==> config.mk <==
export PLATFORM = sky130hd
export DESIGN_NAME = pia_arbiter
export DESIGN_NICKNAME = d
export VERILOG_FILES = /design/src/pia_level_select.v /design/src/pia_pf_timer.v /design/src/pia_arbiter.v
export VERILOG_INCLUDE_DIRS = /design/src
export SDC_FILE = /design/constraint.sdc
export NUM_CORES = 1
export LEC_CHECK = 0
export BUFFER_PORTS_ARGS = -buffer_cell sky130_fd_sc_hd__clkbuf_2
export CORE_MARGIN = 2
export CORE_UTILIZATION = 53
export DETAILED_ROUTE_END_ITERATION = 10
export PLACE_DENSITY = 0.85
export SLEW_MARGIN = 20
export SYNTH_ARGS = -nofsm -noshare
export SYNTH_HDL_FRONTEND = slang
export SYNTH_SLANG_ARGS = --single-unit
==> constraint.sdc <==
create_clock -name clk -period 3.4 [get_ports clk]
set_input_delay 0.34 -clock clk [delete_from_list [all_inputs] [get_ports clk]]
set_output_delay 0.34 -clock clk [all_outputs]
set_load 0.01 [all_outputs]
==> src/pia_defs.vh <==
/*
  Constants for the priority interrupt arbiter: status word fields, reset
  values, trap vector, vector and stack steps, power-fail window timing.
  Assumes it is included by bare name from every design file.
*/
`ifndef PIA_DEFS_VH
`define PIA_DEFS_VH

// ----------------------------------------------------------------------------
// Status word and levels
// ----------------------------------------------------------------------------
`define PIA_PRI_HI        7
`define PIA_PRI_LO        5
`define PIA_LVL_BASE      1'b1
`define PIA_LVL_LINES     4
`define PIA_SW_RESET      16'h00e0
`define PIA_PC_RESET      16'h0000
`define PIA_SP_RESET      16'h0000

// ----------------------------------------------------------------------------
// Vectors and stack
// ----------------------------------------------------------------------------
`define PIA_PF_VECTOR     16'h0014
`define PIA_VEC_SW_OFS    16'h0002
`define PIA_WORD_STEP     16'h0002

// ----------------------------------------------------------------------------
// Timing
// ----------------------------------------------------------------------------
`define PIA_CLK_KHZ       10000
`define PIA_PF_WINDOW_US  2000
// Window length in clocks, at counter width
`define PIA_PF_CYCLES     16'h4e20
`define PIA_PF_CNT_W      16

`endif

==> src/pia_level_select.v <==
/*
  Picks the highest pending level request above the processor priority.
  Assumes request bit i stands for level four plus i, inputs synchronous.
*/
`timescale 1ns/1ps
`default_nettype none
`include "pia_defs.vh"

module pia_level_select (
  // Requests and priority
  input  wire [3:0] levelBusReq,
  input  wire [2:0] curPriority,
  // Pick
  output reg  [3:0] pickOneHot,
  output reg        pickValid
);

  // --------------------------------------------------------------------------
  // Level compare
  // --------------------------------------------------------------------------
  function aboveLevel;
    input [1:0] lineIdx;
    input [2:0] pri;
    begin
      aboveLevel = ({`PIA_LVL_BASE, lineIdx} > pri);
    end
  endfunction

  always @* begin
    pickOneHot = 4'h0;
    pickValid  = 1'b0;
    if (levelBusReq[3] && aboveLevel(2'h3, curPriority)) begin
      pickOneHot = 4'h8;
    end else if (levelBusReq[2] && aboveLevel(2'h2, curPriority)) begin
      pickOneHot = 4'h4;
    end else if (levelBusReq[1] && aboveLevel(2'h1, curPriority)) begin
      pickOneHot = 4'h2;
    end else if (levelBusReq[0] && aboveLevel(2'h0, curPriority)) begin
      pickOneHot = 4'h1;
    end
    pickValid = (pickOneHot != 4'h0);
  end

endmodule
`default_nettype wire

==> src/pia_pf_timer.v <==
/*
  Power-fail save window timer: opens on a start pulse, closes after CYCLES.
  Assumes one clock domain and a synchronous active-high reset.
*/
`timescale 1ns/1ps
`default_nettype none
`include "pia_defs.vh"

module pia_pf_timer #(
  parameter [`PIA_PF_CNT_W-1:0] CYCLES = `PIA_PF_CYCLES
) (
  // Clock and reset
  input  wire clk,
  input  wire srst,
  // Control
  input  wire start,
  output reg  windowOpen
);

  reg [`PIA_PF_CNT_W-1:0] count;

  always @(posedge clk) begin
    if (srst) begin
      count      <= {`PIA_PF_CNT_W{1'b0}};
      windowOpen <= 1'b0;
    end else if (start) begin
      count      <= CYCLES;
      windowOpen <= 1'b1;
    end else if (windowOpen) begin
      count <= count - {{(`PIA_PF_CNT_W-1){1'b0}}, 1'b1};
      if (count <= {{(`PIA_PF_CNT_W-1){1'b0}}, 1'b1}) begin
        windowOpen <= 1'b0;
      end
    end
  end

endmodule
`default_nettype wire

==> src/pia_arbiter.v <==
/*
  Processor-side bus request arbiter and vectored interrupt sequencer.
  Holds program counter, status word and stack pointer, grants the bus to
  direct-transfer and level requesters, runs vector fetch, save, push, return
  and the power traps over a simple handshaked memory port.
  Assumes all inputs synchronous to clk; the grant daisy chain and the shared
  bus lie outside; the core pulses its cycle and instruction boundaries.
*/
`timescale 1ns/1ps
`default_nettype none
`include "pia_defs.vh"

// Summary of operation
// - Priority is status word bits 7..5, program loadable to eight levels.
// - Level requests at or below processor priority are never granted.
// - Highest pending level above processor priority is the one granted.
// - Five request lines; direct-transfer line outranks the four level lines.
// - Level lines cover levels seven to four; their master may interrupt.
// - Direct-transfer grants happen between bus cycles, mid-instruction.
// - No grant between read and write halves of read-modify-write.
// - Within one line the nearest device wins via the grant chain.
// - Requests and priority are sampled while transfers still run.
// - Interrupt service starts by handing the bus to the requester.
// - New counter from vector, new status word from vector plus two.
// - Old status word and counter are copied to temporaries first.
// - Old status word then counter are pushed, then service begins.
// - Return pops counter then status word from the stack top.
// - Service routine is interruptible once both old words are pushed.
// - Power fail traps through the fixed vector; two ms save window.
// - Power return traps through the same fixed vector.
// - At priority seven no device interrupt is accepted.
module pia_arbiter #(
  parameter [`PIA_PF_CNT_W-1:0] PF_WINDOW_CYCLES = `PIA_PF_CYCLES
) (
  // Clock and reset
  input  wire        clk,
  input  wire        srst,
  // Bus requests and grants
  input  wire        dtReq,
  input  wire [3:0]  levelBusReq,
  output reg         dtGrant,
  output reg  [3:0]  levelGrant,
  input  wire        selAck,
  input  wire        busBusy,
  // Interrupt command from bus master
  input  wire        intCmd,
  input  wire [15:0] intVector,
  // Core timing
  input  wire        cpuCycleEnd,
  input  wire        cpuInstrEnd,
  input  wire        cpuRmwLock,
  // Core register loads and return
  input  wire        swLoad,
  input  wire [15:0] swLoadData,
  input  wire        pcLoad,
  input  wire [15:0] pcLoadData,
  input  wire        spLoad,
  input  wire [15:0] spLoadData,
  input  wire        rtiReq,
  // Power events
  input  wire        powerFail,
  input  wire        powerUp,
  // Memory port
  output reg         memReq,
  output reg         memWrite,
  output reg  [15:0] memAddr,
  output reg  [15:0] memWdata,
  input  wire [15:0] memRdata,
  input  wire        memDone,
  // State
  output reg  [15:0] programCounter,
  output reg  [15:0] processorStatusWord,
  output reg  [15:0] stackPointer,
  output reg         seqBusy,
  output reg         pfWindowOpen
);

  // --------------------------------------------------------------------------
  // States
  // --------------------------------------------------------------------------
  localparam [2:0] G_IDLE  = 3'b001;
  localparam [2:0] G_OFFER = 3'b010;
  localparam [2:0] G_HELD  = 3'b100;

  localparam [7:0] S_IDLE = 8'h01;
  localparam [7:0] S_SAVE = 8'h02;
  localparam [7:0] S_FPC  = 8'h04;
  localparam [7:0] S_FPS  = 8'h08;
  localparam [7:0] S_PSHS = 8'h10;
  localparam [7:0] S_PSHC = 8'h20;
  localparam [7:0] S_POPC = 8'h40;
  localparam [7:0] S_POPS = 8'h80;

  // --------------------------------------------------------------------------
  // Declarations
  // --------------------------------------------------------------------------
  reg  [2:0]  grantState;
  reg         heldIsLevel;
  reg  [3:0]  pickReg;
  reg  [7:0]  seqState;
  reg  [15:0] tmpPc;
  reg  [15:0] tmpSw;
  reg  [15:0] vecBase;
  reg  [15:0] vecLatch;
  reg         intPend;
  reg         pfPend;
  reg         puPend;
  reg  [15:0] stepAddr;
  reg  [15:0] stepData;
  reg         stepWrite;
  reg         stepIsMem;
  wire [3:0]  pickOneHot;
  wire        pickValid;
  wire [3:0]  pickNow;
  wire        seqIdle;
  wire        startPf;
  wire        startPu;
  wire        startInt;
  wire        startRti;
  wire        intTake;
  wire        pfWindow;

  // --------------------------------------------------------------------------
  // Level pick
  // --------------------------------------------------------------------------
  pia_level_select uSelect (
    .levelBusReq (levelBusReq),
    .curPriority (processorStatusWord[`PIA_PRI_HI:`PIA_PRI_LO]),
    .pickOneHot  (pickOneHot),
    .pickValid   (pickValid)
  );

  assign pickNow = pickOneHot & {4{pickValid}};

  // Winner kept up to date while the bus is busy
  always @(posedge clk) begin
    if (srst) begin
      pickReg <= 4'h0;
    end else begin
      pickReg <= pickNow;
    end
  end

  // --------------------------------------------------------------------------
  // Grant control
  // --------------------------------------------------------------------------
  always @(posedge clk) begin
    if (srst) begin
      grantState  <= G_IDLE;
      heldIsLevel <= 1'b0;
      dtGrant     <= 1'b0;
      levelGrant  <= 4'h0;
    end else begin
      case (grantState)
        G_IDLE: begin
          if (dtReq && cpuCycleEnd && !cpuRmwLock && !memReq) begin
            dtGrant     <= 1'b1;
            heldIsLevel <= 1'b0;
            grantState  <= G_OFFER;
          end else if (((pickReg & pickNow) != 4'h0) && cpuInstrEnd && !cpuRmwLock &&
                       seqIdle && !memReq) begin
            levelGrant  <= pickReg & pickNow;
            heldIsLevel <= 1'b1;
            grantState  <= G_OFFER;
          end
        end
        G_OFFER: begin
          // Grant travels the chain; nearest requester on the line takes it
          if (selAck) begin
            dtGrant    <= 1'b0;
            levelGrant <= 4'h0;
            grantState <= G_HELD;
          end else if ((dtGrant && !dtReq) ||
                       (!dtGrant && ((levelGrant & levelBusReq) == 4'h0))) begin
            dtGrant    <= 1'b0;
            levelGrant <= 4'h0;
            grantState <= G_IDLE;
          end
        end
        G_HELD: begin
          if (!busBusy && !selAck) begin
            grantState <= G_IDLE;
          end
        end
        default: begin
          dtGrant    <= 1'b0;
          levelGrant <= 4'h0;
          grantState <= G_IDLE;
        end
      endcase
    end
  end

  // --------------------------------------------------------------------------
  // Pending events
  // --------------------------------------------------------------------------
  assign intTake  = (grantState == G_HELD) && heldIsLevel && intCmd;
  assign seqIdle  = (seqState == S_IDLE);
  assign startPf  = seqIdle && pfPend;
  assign startPu  = seqIdle && !pfPend && puPend;
  assign startInt = seqIdle && !pfPend && !puPend && intPend;
  assign startRti = seqIdle && !pfPend && !puPend && !intPend && rtiReq;

  // New event wins over the clear in the same cycle
  always @(posedge clk) begin
    if (srst) begin
      intPend  <= 1'b0;
      vecLatch <= 16'h0000;
      pfPend   <= 1'b0;
      puPend   <= 1'b0;
    end else begin
      if (intTake) begin
        intPend  <= 1'b1;
        vecLatch <= intVector;
      end else if (startInt) begin
        intPend <= 1'b0;
      end
      if (powerFail) begin
        pfPend <= 1'b1;
      end else if (startPf) begin
        pfPend <= 1'b0;
      end
      if (powerUp) begin
        puPend <= 1'b1;
      end else if (startPu) begin
        puPend <= 1'b0;
      end
    end
  end

  // --------------------------------------------------------------------------
  // Power-fail window
  // --------------------------------------------------------------------------
  pia_pf_timer #(
    .CYCLES (PF_WINDOW_CYCLES)
  ) uPfTimer (
    .clk        (clk),
    .srst       (srst),
    .start      (startPf),
    .windowOpen (pfWindow)
  );

  always @(posedge clk) begin
    if (srst) begin
      pfWindowOpen <= 1'b0;
      seqBusy      <= 1'b0;
    end else begin
      pfWindowOpen <= pfWindow;
      seqBusy      <= !seqIdle;
    end
  end

  // --------------------------------------------------------------------------
  // Memory step for the current state
  // --------------------------------------------------------------------------
  always @* begin
    stepAddr  = 16'h0000;
    stepData  = 16'h0000;
    stepWrite = 1'b0;
    stepIsMem = 1'b1;
    case (seqState)
      S_FPC:  stepAddr = vecBase;
      S_FPS:  stepAddr = vecBase + `PIA_VEC_SW_OFS;
      S_PSHS: begin
        stepAddr  = stackPointer - `PIA_WORD_STEP;
        stepData  = tmpSw;
        stepWrite = 1'b1;
      end
      S_PSHC: begin
        stepAddr  = stackPointer - `PIA_WORD_STEP;
        stepData  = tmpPc;
        stepWrite = 1'b1;
      end
      S_POPC: stepAddr = stackPointer;
      S_POPS: stepAddr = stackPointer;
      default: stepIsMem = 1'b0;
    endcase
  end

  // --------------------------------------------------------------------------
  // Interrupt and trap sequencer
  // --------------------------------------------------------------------------
  always @(posedge clk) begin
    if (srst) begin
      seqState            <= S_IDLE;
      tmpPc               <= 16'h0000;
      tmpSw               <= 16'h0000;
      vecBase             <= 16'h0000;
      memReq              <= 1'b0;
      memWrite            <= 1'b0;
      memAddr             <= 16'h0000;
      memWdata            <= 16'h0000;
      programCounter      <= `PIA_PC_RESET;
      processorStatusWord <= `PIA_SW_RESET;
      stackPointer        <= `PIA_SP_RESET;
    end else if (seqIdle) begin
      if (startPf || startPu) begin
        vecBase  <= `PIA_PF_VECTOR;
        seqState <= S_SAVE;
      end else if (startInt) begin
        vecBase  <= vecLatch;
        seqState <= S_SAVE;
      end else if (startRti) begin
        seqState <= S_POPC;
      end else begin
        if (swLoad) begin
          processorStatusWord <= swLoadData;
        end
        if (pcLoad) begin
          programCounter <= pcLoadData;
        end
        if (spLoad) begin
          stackPointer <= spLoadData;
        end
      end
    end else if (seqState == S_SAVE) begin
      tmpPc    <= programCounter;
      tmpSw    <= processorStatusWord;
      seqState <= S_FPC;
    end else if (stepIsMem) begin
      if (!memReq && (grantState == G_IDLE)) begin
        memReq   <= 1'b1;
        memWrite <= stepWrite;
        memAddr  <= stepAddr;
        memWdata <= stepData;
      end else if (memReq && memDone) begin
        memReq   <= 1'b0;
        memWrite <= 1'b0;
        case (seqState)
          S_FPC: begin
            programCounter <= memRdata;
            seqState       <= S_FPS;
          end
          S_FPS: begin
            processorStatusWord <= memRdata;
            seqState            <= S_PSHS;
          end
          S_PSHS: begin
            stackPointer <= stepAddr;
            seqState     <= S_PSHC;
          end
          S_PSHC: begin
            stackPointer <= stepAddr;
            seqState     <= S_IDLE;
          end
          S_POPC: begin
            programCounter <= memRdata;
            stackPointer   <= stackPointer + `PIA_WORD_STEP;
            seqState       <= S_POPS;
          end
          S_POPS: begin
            processorStatusWord <= memRdata;
            stackPointer        <= stackPointer + `PIA_WORD_STEP;
            seqState            <= S_IDLE;
          end
          default: seqState <= S_IDLE;
        endcase
      end
    end else begin
      seqState <= S_IDLE;
    end
  end

endmodule
`default_nettype wire

==> impl_metrics.tcl, run 1 <==
set metrics [dict create \
    dr_total_vias 9127 \
    max_slew_margin 0.2988 \
    setup_viol 0 \
    status "complete, no violations" \
    synth_adder_area_share 0.006907 \
    yosysTopAreaCell "dfxtp_1" \
    path_cells "nor4_2 -> a31oi_1 -> a311oi_2 -> or3_1 -> a211oi_1 -> nor3_1" \
    holdBufCountCts 0 \
    end_kind "flop" \
    htree_levels 4 \
    yosys_warnings 0 \
    synth_seq_cells 189 \
    synth_area_per_cell_sq_um 7.931 \
    via_per_inst 6.024 \
    peakVddDrop_v 0.0003924 \
    fin_skew_ps 9.309 \
    p_clk_frac 0.329 \
    portBuffers 188 \
    rsz0062_at_grt "no" \
    critical_path.top_delay_family "simple AND/OR/NAND/NOR gates" \
    grt_pass1_vias 8356 \
    clkTransAtPathRegs_ps 70 \
    fin_ws_ps 563.7 \
    yosysSeqAreaShare 0.4177 \
    fmax_ghz 0.3526 \
    worstPathRequired_ps 3750 \
    tightest_slew_ps 1046 \
    crit_path_start "seqState[4]" \
    nets 1387 \
    power_switching_share 0.3374 \
    post_drt_wl_per_cell_um 17.82 \
    die_x_um 134.7 \
    final_max_slew_viol_count 0 \
    routed_wirelength_mm 27.00 \
    synth_area_leaders "dfxtp_1 (42%), nand2_1 (6.5%), a21oi_1 (6.3%), nor2_1 (5.7%), a211oi_1 (5.5%)" \
    area_growth_pct 17.92 \
    ant_nets 0 \
    period_share 0.8342 \
    std_cell_rows 47 \
    place_ws_ps 629.9 \
    hpwl_mm 19.65 \
    pwr-share-comb 0.234 \
    ctsRootBufferMaster "clkbuf_16" \
    p_leak_nw 3.980 \
    yosys.area_share.simple 0.2520 \
    finalWeightedCongestion 0.9611 \
    clock_path_buffers 2 \
    synth_ff_type "dfxtp_1" \
    first_pass_iters 5 \
    clock_latency_ps 440 \
    dieArea_sq_um 18150 \
    cp.arrival_ps 3190 \
    cap_violations 0 \
    synth_top_area_frac 0.4177 \
    placedCellCount 1483 \
    reg2reg_from "seqState[4]" \
    min_from "intVector[5]" \
    ios 189 \
    critPathMaxFanout 16 \
    p_switching_mw 1.948 \
    async_flop_share 0 \
    grt_max_degree 171 \
    power.total_mw 5.774 \
    synth_cell_types 66 \
    synth_cells 1142 \
    syn_area_sq_um 9057 \
    numCtsBuffers 17 \
    seq_power_share 0.437 \
    synth-edff-count 0 \
    hp-class "input port to flop" \
    grt.total_usage 0.2960 \
    core_area_sq_um 16640 \
    synthXorXnorAreaFrac 0.03771 \
    clock-sinks 189 \
    final_cells 1515 \
    synthMuxAreaShare 0.01450 \
    grt_antenna_before_repair 1 \
    layout-drive-gt1-share 0.2062 \
    tns_ps 0 \
    cp-start-kind "flop" \
    power.density_nw_per_um2 540.6 \
    drc 0 \
    fin_crit_ps 2836 \
    critPathMaxStageDelay_ps 700 \
    hold_violations 0 \
    worstSetupPathType "flop to flop" \
    grt_pass1_wl_mm 42.84 \
    placed_cell_area_sq_um 10120 \
    post_cts_buffers 0 \
    cts_tree "done" \
    crit_buf_inv 0 \
    drt_iter0_drc 1055 \
    finalInstanceArea_sq_um 10680 \
    synth_compound_area_frac 0.2230 \
    grt_overflow_total 0 \
    internal_power_mw 3.826 \
    start_util 0.5442 \
    antenna_cells 0 \
    die_h_um 134.7 \
    synth_top_family_by_area "simple AND/OR/NAND/NOR gates" \
    synth_nets 1247 \
    crit_slowest_cell "or3_1" \
    cts_resized 0 \
]
==> final timing paths <==
path | endpoint | slack [ps] | cells past startpoint
worst max-delay path | processorStatusWord[1] | 560 | 6
worst min register to register | tmpSw[0] | 460 | 2
worst min-delay path | vecLatch[5] | 120 | 3
worst max register to register | processorStatusWord[1] | 560 | 6
==> per-layer routing <==
layer | track usage | share of wire
met1 | 0.4014 | 0.43
met2 | 0.4679 | 0.46
met3 | 0.05856 | 0.090
met4 | 0.1105 | 0.026
met5 | 0 | 0.00041
==> cells by family after synthesis <==
logic type,Yosys count
flip-flops,189
adder cells (fa/ha/maj),5
XOR/XNOR,39
AO/OA/AOI/OAI,304
buffers and inverters,108
AND/OR/NAND/NOR,484
multiplexers,13
==> cells in the final DEF (no fill, tap or decap), types with 24 or more instances in the layout <==
| cell | synthesis | final |
|---|---|---|
| a211oi_1 | 66 | 66 |
| a21oi_1 | 114 | 114 |
| a22oi_1 | 25 | 25 |
| clkbuf_2 | 0 | 187 |
| dfxtp_1 | 189 | 189 |
| nand2_1 | 156 | 156 |
| nand3_1 | 39 | 39 |
| nor2_1 | 138 | 138 |
| nor3_1 | 36 | 36 |
| o21ai_0 | 33 | 33 |
| xnor2_1 | 24 | 24 |
==> flip-flops by register name, indices dropped and copies added, names as in the netlist <==
name and count:
intPend 1, vecBase 16, pickReg 4, tmpSw 16, pfPend 1, uPfTimer.count 16, memAddr 16, memWrite 1
tmpPc 16, uPfTimer.windowOpen 1, vecLatch 16, heldIsLevel 1, levelGrant 4, seqState 8, programCounter 16, seqBusy 1
grantState 3, memWdata 16, pfWindowOpen 1, puPend 1, stackPointer 16, processorStatusWord 16, dtGrant 1, memReq 1
==> Yosys cell counts, types with 15 or more instances <==
master,number
a211oi_1,66
a21oi_1,114
a22oi_1,25
and2_1,18
buf_2,16
clkbuf_1,70
dfxtp_1,189
inv_1,19
nand2_1,156
nand3_1,39
nand4_1,15
nor2_1,138
nor3_1,36
o21ai_0,33
xnor2_1,24
xor2_1,15
==> power by group through the flow <==
stage               clock network (mW)  logic, mW  registers [mW]
floorplan                            0      0.892            2.54
global placement                     0       1.30            2.56
detailed placement                   0       1.32            2.57
CTS                               1.90       1.33            2.52
global route                      2.01       1.48            2.54
finish                            1.90       1.35            2.52
==> worst register-to-register path: stages (launching register included) <==
cell	delay [ps]
dfxtp_1	440
nor4_2	490
a31oi_1	160
a311oi_2	670
or3_1	710
a211oi_1	130
nor3_1	170
==> final cells by class <==
type | count | area (sq um)
inverter | 19 | 71.32
timing repair buffer | 210 | 1134
multi-input combinational | 845 | 4856
fill | 1409 | 5962
clock inverter | 15 | 135.1
tap | 220 | 275.3
clock buffer | 17 | 425.4
sequential | 189 | 3784
==> through the flow <==
stage	utilization	hold slack, ps
after floorplan	-	432.1
after global placement	0.6081	441.5
after detailed placement	0.6081	446.3
after CTS	0.6418	117.9
after global routing	0.6418	127.7
final	0.6418	117.2
(Power assumes the default switching activity.)
==> run 2, diff against run 1 <==
ABC_AREA = 1   (was not set)
CORE_UTILIZATION = 50   (was 53)
PLACE_DENSITY = 0.83   (was 0.85)
clock period = 2.4 ns   (was 3.4 ns; I/O delays follow)
==> run 2 against run 1 <==
Against the previous run:
- sequential cell count unchanged
- largest power group is now combinational logic
- via count up 9.8%
- global-route usage decreased by 2.2 points
- first-iteration DRC count up 9.5%
==> impl_metrics.tcl, run 2 <==
set metrics [dict create \
    hold_violations 0 \
    tns_ps 0 \
    clkTransAtPathRegs_ps 80 \
    antenna_cells 0 \
    crit_buf_inv 2 \
    synth_most_common_cell "nand2_1" \
    portBuffers 188 \
    p_leak_nw 5.248 \
    synth_nets 1550 \
    first_pass_iters 5 \
    ff2ff_path_depth 10 \
    setup_viol 0 \
    numCtsBuffers 17 \
    grt_overflow_total 0 \
    yosysSeqAreaShare 0.3994 \
    start_util 0.5081 \
    synth_area_leaders "dfxtp_1 (40%), nand2_1 (12%), nor2_1 (11%), o21ai_0 (7.7%), a21oi_1 (5.6%)" \
    crit_slowest_cell "dfxtp_1" \
    dieArea_sq_um 20060 \
    yosys_warnings 0 \
    grt.total_usage 0.2742 \
    area_growth_pct 18.39 \
    p_switching_mw 6.205 \
    cts_tree "done" \
    post_drt_wl_per_cell_um 15.26 \
    yosysTopAreaCell "dfxtp_1" \
    rrSetupSlack_ps 160 \
    critPathMaxStageDelay_ps 340 \
    die_x_um 141.6 \
    std_cell_rows 50 \
    nets 1710 \
    cap_violations 0 \
    layout_commonest_cell "nand2_1" \
    hp-class "input port to flop" \
    layout-drive-gt1-share 0.1761 \
    drt_iter0_drc 1155 \
    clock-sinks 189 \
    path_cells "nor2_1 -> nand2_2 -> nor2_4 -> inv_1 -> a21oi_2 -> nand2_4 -> inv_4 -> nand2_2 -> o21ai_0 -> nor2_1" \
    drc 0 \
    end_kind "flop" \
    most-common-layout-cells "nand2_1 (311), nor2_1 (280), dfxtp_1 (189)" \
    async_flop_share 0 \
    min_to "pickReg[2]" \
    seq_power_share 0.336 \
    cp.arrival_ps 2570 \
    reg2reg_from "seqState[7]" \
    grt_antenna_before_repair 1 \
    synth_top_area_frac 0.3994 \
    fin_skew_ps 10.47 \
    synthTopCellsByCount "nand2_1 (311), nor2_1 (280), dfxtp_1 (189)" \
    synth_seq_cells 189 \
    synth_ff_type "dfxtp_1" \
    critical_path.top_delay_family "simple AND/OR/NAND/NOR gates" \
    worstSetupPathType "flop to flop" \
    synth-edff-count 0 \
    synth_area_per_cell_sq_um 6.556 \
    ant_nets 0 \
    synth_cell_types 43 \
    via_per_inst 5.413 \
    ios 189 \
    p_clk_frac 0.221 \
    dr_total_vias 10030 \
    rsz0062_at_grt "no" \
    clock_latency_ps 440 \
    final_max_slew_viol_count 0 \
    fin_crit_ps 2240 \
    ctsRootBufferMaster "clkbuf_16" \
    internal_power_mw 7.406 \
    hold_path_depth 2 \
    die_h_um 141.6 \
    r2r_end "programCounter[2]" \
    power_switching_share 0.4559 \
    status "complete, no violations" \
    routed_wirelength_mm 28.26 \
    synth_cells 1445 \
    hpwl_mm 20.17 \
    power.density_nw_per_um2 1214 \
    syn_area_sq_um 9473 \
    finalInstanceArea_sq_um 11210 \
    worstPathRequired_ps 2730 \
    peakVddDrop_v 0.0007312 \
    finalWeightedCongestion 0.9929 \
    grt_pass1_wl_mm 44.33 \
    clock_path_buffers 2 \
    tightest_slew_ps 690.7 \
    fmax_ghz 0.4464 \
    pwr-share-comb 0.443 \
    critPathMaxFanout 17 \
    max_slew_margin 0.5390 \
    grt_pass1_vias 8883 \
    cp-start-kind "flop" \
    placed_cell_area_sq_um 10540 \
    htree_levels 4 \
    grt_max_degree 92 \
    min_from "levelBusReq[3]" \
    period_share 0.9333 \
    core_area_sq_um 18640 \
]
[run 2: worst max-delay path by stage]
stage               cells past startpoint  slack (ps)   startpoint                     end
finish                                 10         160  seqState[7]       programCounter[2]
global route                           11           9  seqState[7]       programCounter[2]
CTS                                    13          10  seqState[5]              memAddr[0]
detailed placement                     13          50  seqState[5]              memAddr[0]
global placement                       13         180  seqState[5]            memWdata[13]
floorplan                              12         740  seqState[7]  processorStatusWord[5]
[run 2: layout make-up]
class	instances	area, sq um
multi-input combinational	1055	4848
clock inverter	15	216.5
clock buffer	17	425.4
sequential	189	3784
inverter	130	501.7
timing repair buffer	212	1146
fill	1756	7428
tap	234	292.8
[run 2: kinds of logic after synthesis]
kind of cell             count (synthesis)  synth area share
AO/OA/AOI/OAI                          295            0.1652
buffers and inverters                  202           0.08942
AND/OR/NAND/NOR                        746            0.3319
adder cells (fa/ha/maj)                  5          0.006604
flip-flops                             189            0.3994
XOR/XNOR                                 8          0.007397
[run 2: power by group through the flow]
stage	clock network [mW]	registers [mW]	logic [mW]
3_5_place_dp	0	4.61	5.85
3_3_place_gp	0	4.59	5.74
5_1_grt	3.17	4.66	6.76
6_report	3.01	4.57	6.03
4_1_cts	3.03	4.55	5.90
2_1_floorplan	0	4.53	4.17
[run 2: worst register-to-register path, cell delays in order, from the launching register on]
cell,delay [ps]
dfxtp_1,340
nor2_1,160
nand2_2,120
nor2_4,310
inv_1,120
a21oi_2,180
nand2_4,120
inv_4,100
nand2_2,260
o21ai_0,330
nor2_1,90
[run 2: routing by layer]
| layer | wire, um | up-vias | global-route usage | share of wire |
|---|---|---|---|---|
| met5 | 13 | - | 0 | 0.00046 |
| met3 | 2492 | 57 | 0.04759 | 0.088 |
| li1 | - | 4992 | - | - |
| met4 | 692 | 2 | 0.09263 | 0.024 |
| met2 | 12500 | 448 | 0.4188 | 0.44 |
| met1 | 12560 | 4526 | 0.3934 | 0.44 |
[run 2: timing repair]
action                                  4_1_cts  5_1_grt
resized for setup                             0        5
buffers inserted                              0        2
endpoints found under the setup margin        0       49
hold buffers                                  0        0
[run 2: through the flow]
step | util | cells | power (mW) | hold slack, ps | worst slack (ps)
CTS | 0.6000 | 1849 | 13.47 | 30.86 | 13.10
detailed placement | 0.5656 | 1817 | 10.45 | 437.8 | 52.71
floorplan | - | 1445 | 8.704 | 319.3 | 737.5
finish | 0.6015 | 1852 | 13.61 | 39.56 | 160.1
global placement | 0.5656 | 1817 | 10.33 | 431.8 | 177.7
global route | 0.6015 | 1852 | 14.59 | 38.27 | 8.989
==> run 3, diff against run 2 <==
CORE_UTILIZATION = 45   (was 50)
PLACE_DENSITY = 0.77   (was 0.83)
==> run 3 against run 2 <==
Against the previous run:
- sequential cell count did not move
- final cell count grew 2.2%
- first-iteration DRC count down 22%
- core utilization down 6.2 points
- die area increased by 11%
- clock power shrank 2%
- clock-buffer cell count stayed put
- hold slack got worse by 29 ps
- fmax grew 5.6%
- critical path type unchanged
- highest routed layer is now met4
==> impl_metrics.tcl, run 3 (synthesized netlist as in run 2, its figures left out) <==
set metrics [dict create \
    end_kind "flop" \
    holdBufCountCts 0 \
    start_util 0.4549 \
    tns_ps 0 \
    grt.total_usage 0.2534 \
    most-common-layout-cells "nand2_1 (311), nor2_1 (280), dfxtp_1 (189)" \
    layout-drive-gt1-share 0.1761 \
    grt_antenna_before_repair 2 \
    htree_levels 4 \
    multi_input_area_sq_um 4842 \
    drt-met1-wl_mm 12.70 \
    drc 0 \
    die_h_um 149.1 \
    worstSetupPathType "flop to flop" \
    hp-class "input port to flop" \
    fin_crit_ps 2122 \
    fmax_ghz 0.4713 \
    final-seq-area_sq_um 3784 \
    clock_latency_ps 440 \
    fin_skew_ps 13.32 \
    std_cell_rows 53 \
    post_drt_wl_per_cell_um 15.00 \
    setup_viol 0 \
    via_per_inst 5.271 \
    p_leak_nw 5.231 \
    cts_tree "done" \
    ctsRootBufferMaster "clkbuf_16" \
    max_slew_margin 0.6780 \
    antenna_cells 0 \
    hpwl_mm 20.84 \
    dr_total_vias 9978 \
    fin_ws_ps 278.2 \
    core_area_sq_um 20820 \
    dr_wl_met3_mm 2.269 \
    rsz0062_at_grt "no" \
    hold_violations 0 \
    routed_wirelength_mm 28.39 \
    placedCellCount 1857 \
    clock-sinks 189 \
    portBuffers 188 \
    period_share 0.8841 \
    fillers 2078 \
    grt_overflow_total 0 \
    tightest_slew_ps 482.3 \
    utilization 0.5392 \
    status "complete, no violations" \
    place_ws_ps 131.2 \
    holdWs_ps 10.25 \
    area_growth_pct 18.52 \
    clock_path_buffers 2 \
    ant_nets 0 \
    dieArea_sq_um 22230 \
    die_x_um 149.1 \
    drt_iter0_drc 899 \
    cap_violations 0 \
    final_cells 1893 \
    cp-start-kind "flop" \
    grt_pass1_vias 9083 \
    grt_max_degree 70 \
    final_max_slew_viol_count 0 \
    layout_commonest_cell "nand2_1" \
    ios 189 \
    nets 1710 \
    cp.arrival_ps 2500 \
    worstPathRequired_ps 2780 \
    finalWeightedCongestion 0.9809 \
    grt_pass1_wl_mm 45.04 \
    maxUsedRoutingLayer "met4" \
    peakVddDrop_v 0.0005512 \
    critPathMaxFanout 17 \
    power.density_nw_per_um2 1206 \
    dr_wl_met2_mm 12.83 \
    numCtsBuffers 17 \
    first_pass_iters 6 \
    clkTransAtPathRegs_ps 80 \
]
==> run 3: final timing paths <==
path	slack, ps	start	depth (start not counted)	to
worst min register to register	450	vecLatch[14]	2	vecLatch[14]
worst max register to register	280	seqState[2]	11	programCounter[5]
worst max-delay path	280	seqState[2]	11	programCounter[5]
worst min-delay path	10	powerFail	3	pfPend
==> run 3: what timing repair did <==
item	CTS	global route
gates resized for setup	0	4
setup buffers	0	4
setup endpoints to repair	0	20
==> run 3: cell type report <==
type	instances	area share
clock inverters	15	0.01694
well taps	275	0.03065
clock buffers	17	0.03789
flip-flops and latches	189	0.3370
repair buffers	213	0.1016
multi-input cells	1054	0.4313
inverters	130	0.04458
==> run 3: power breakdown <==
group          switching (mW)  internal [mW]
Combinational            4.02           2.01
Clock                    1.44           1.51
Sequential              0.692           3.86
Total                    6.16           7.38
==> run 3: metrics by stage <==
stage / power [mW] / instance area (sq um)
2_1_floorplan: 8.704 / 9473
3_3_place_gp: 10.33 / 10580
4_1_cts: 13.38 / 11190
5_1_grt: 14.55 / 11230
3_5_place_dp: 10.43 / 10580
6_report: 13.54 / 11230
==> run 3: metal layers <==
metal  vias to the layer above  GRT usage
li1                       4992          -
met1                      4529     0.3474
met2                       406     0.3979
met3                        51    0.05229
met4                         0    0.08714
met5                         -          0
==> run 3: critical path, cell delays in order (launching register included) <==
cell	delay [ps]
dfxtp_1	350
nor2_2	160
nand2_1	110
nor2_4	250
inv_1	120
a21oi_2	180
nand2_4	110
inv_4	90
nand2_2	230
inv_4	270
nor2_1	70
nor2_1	120
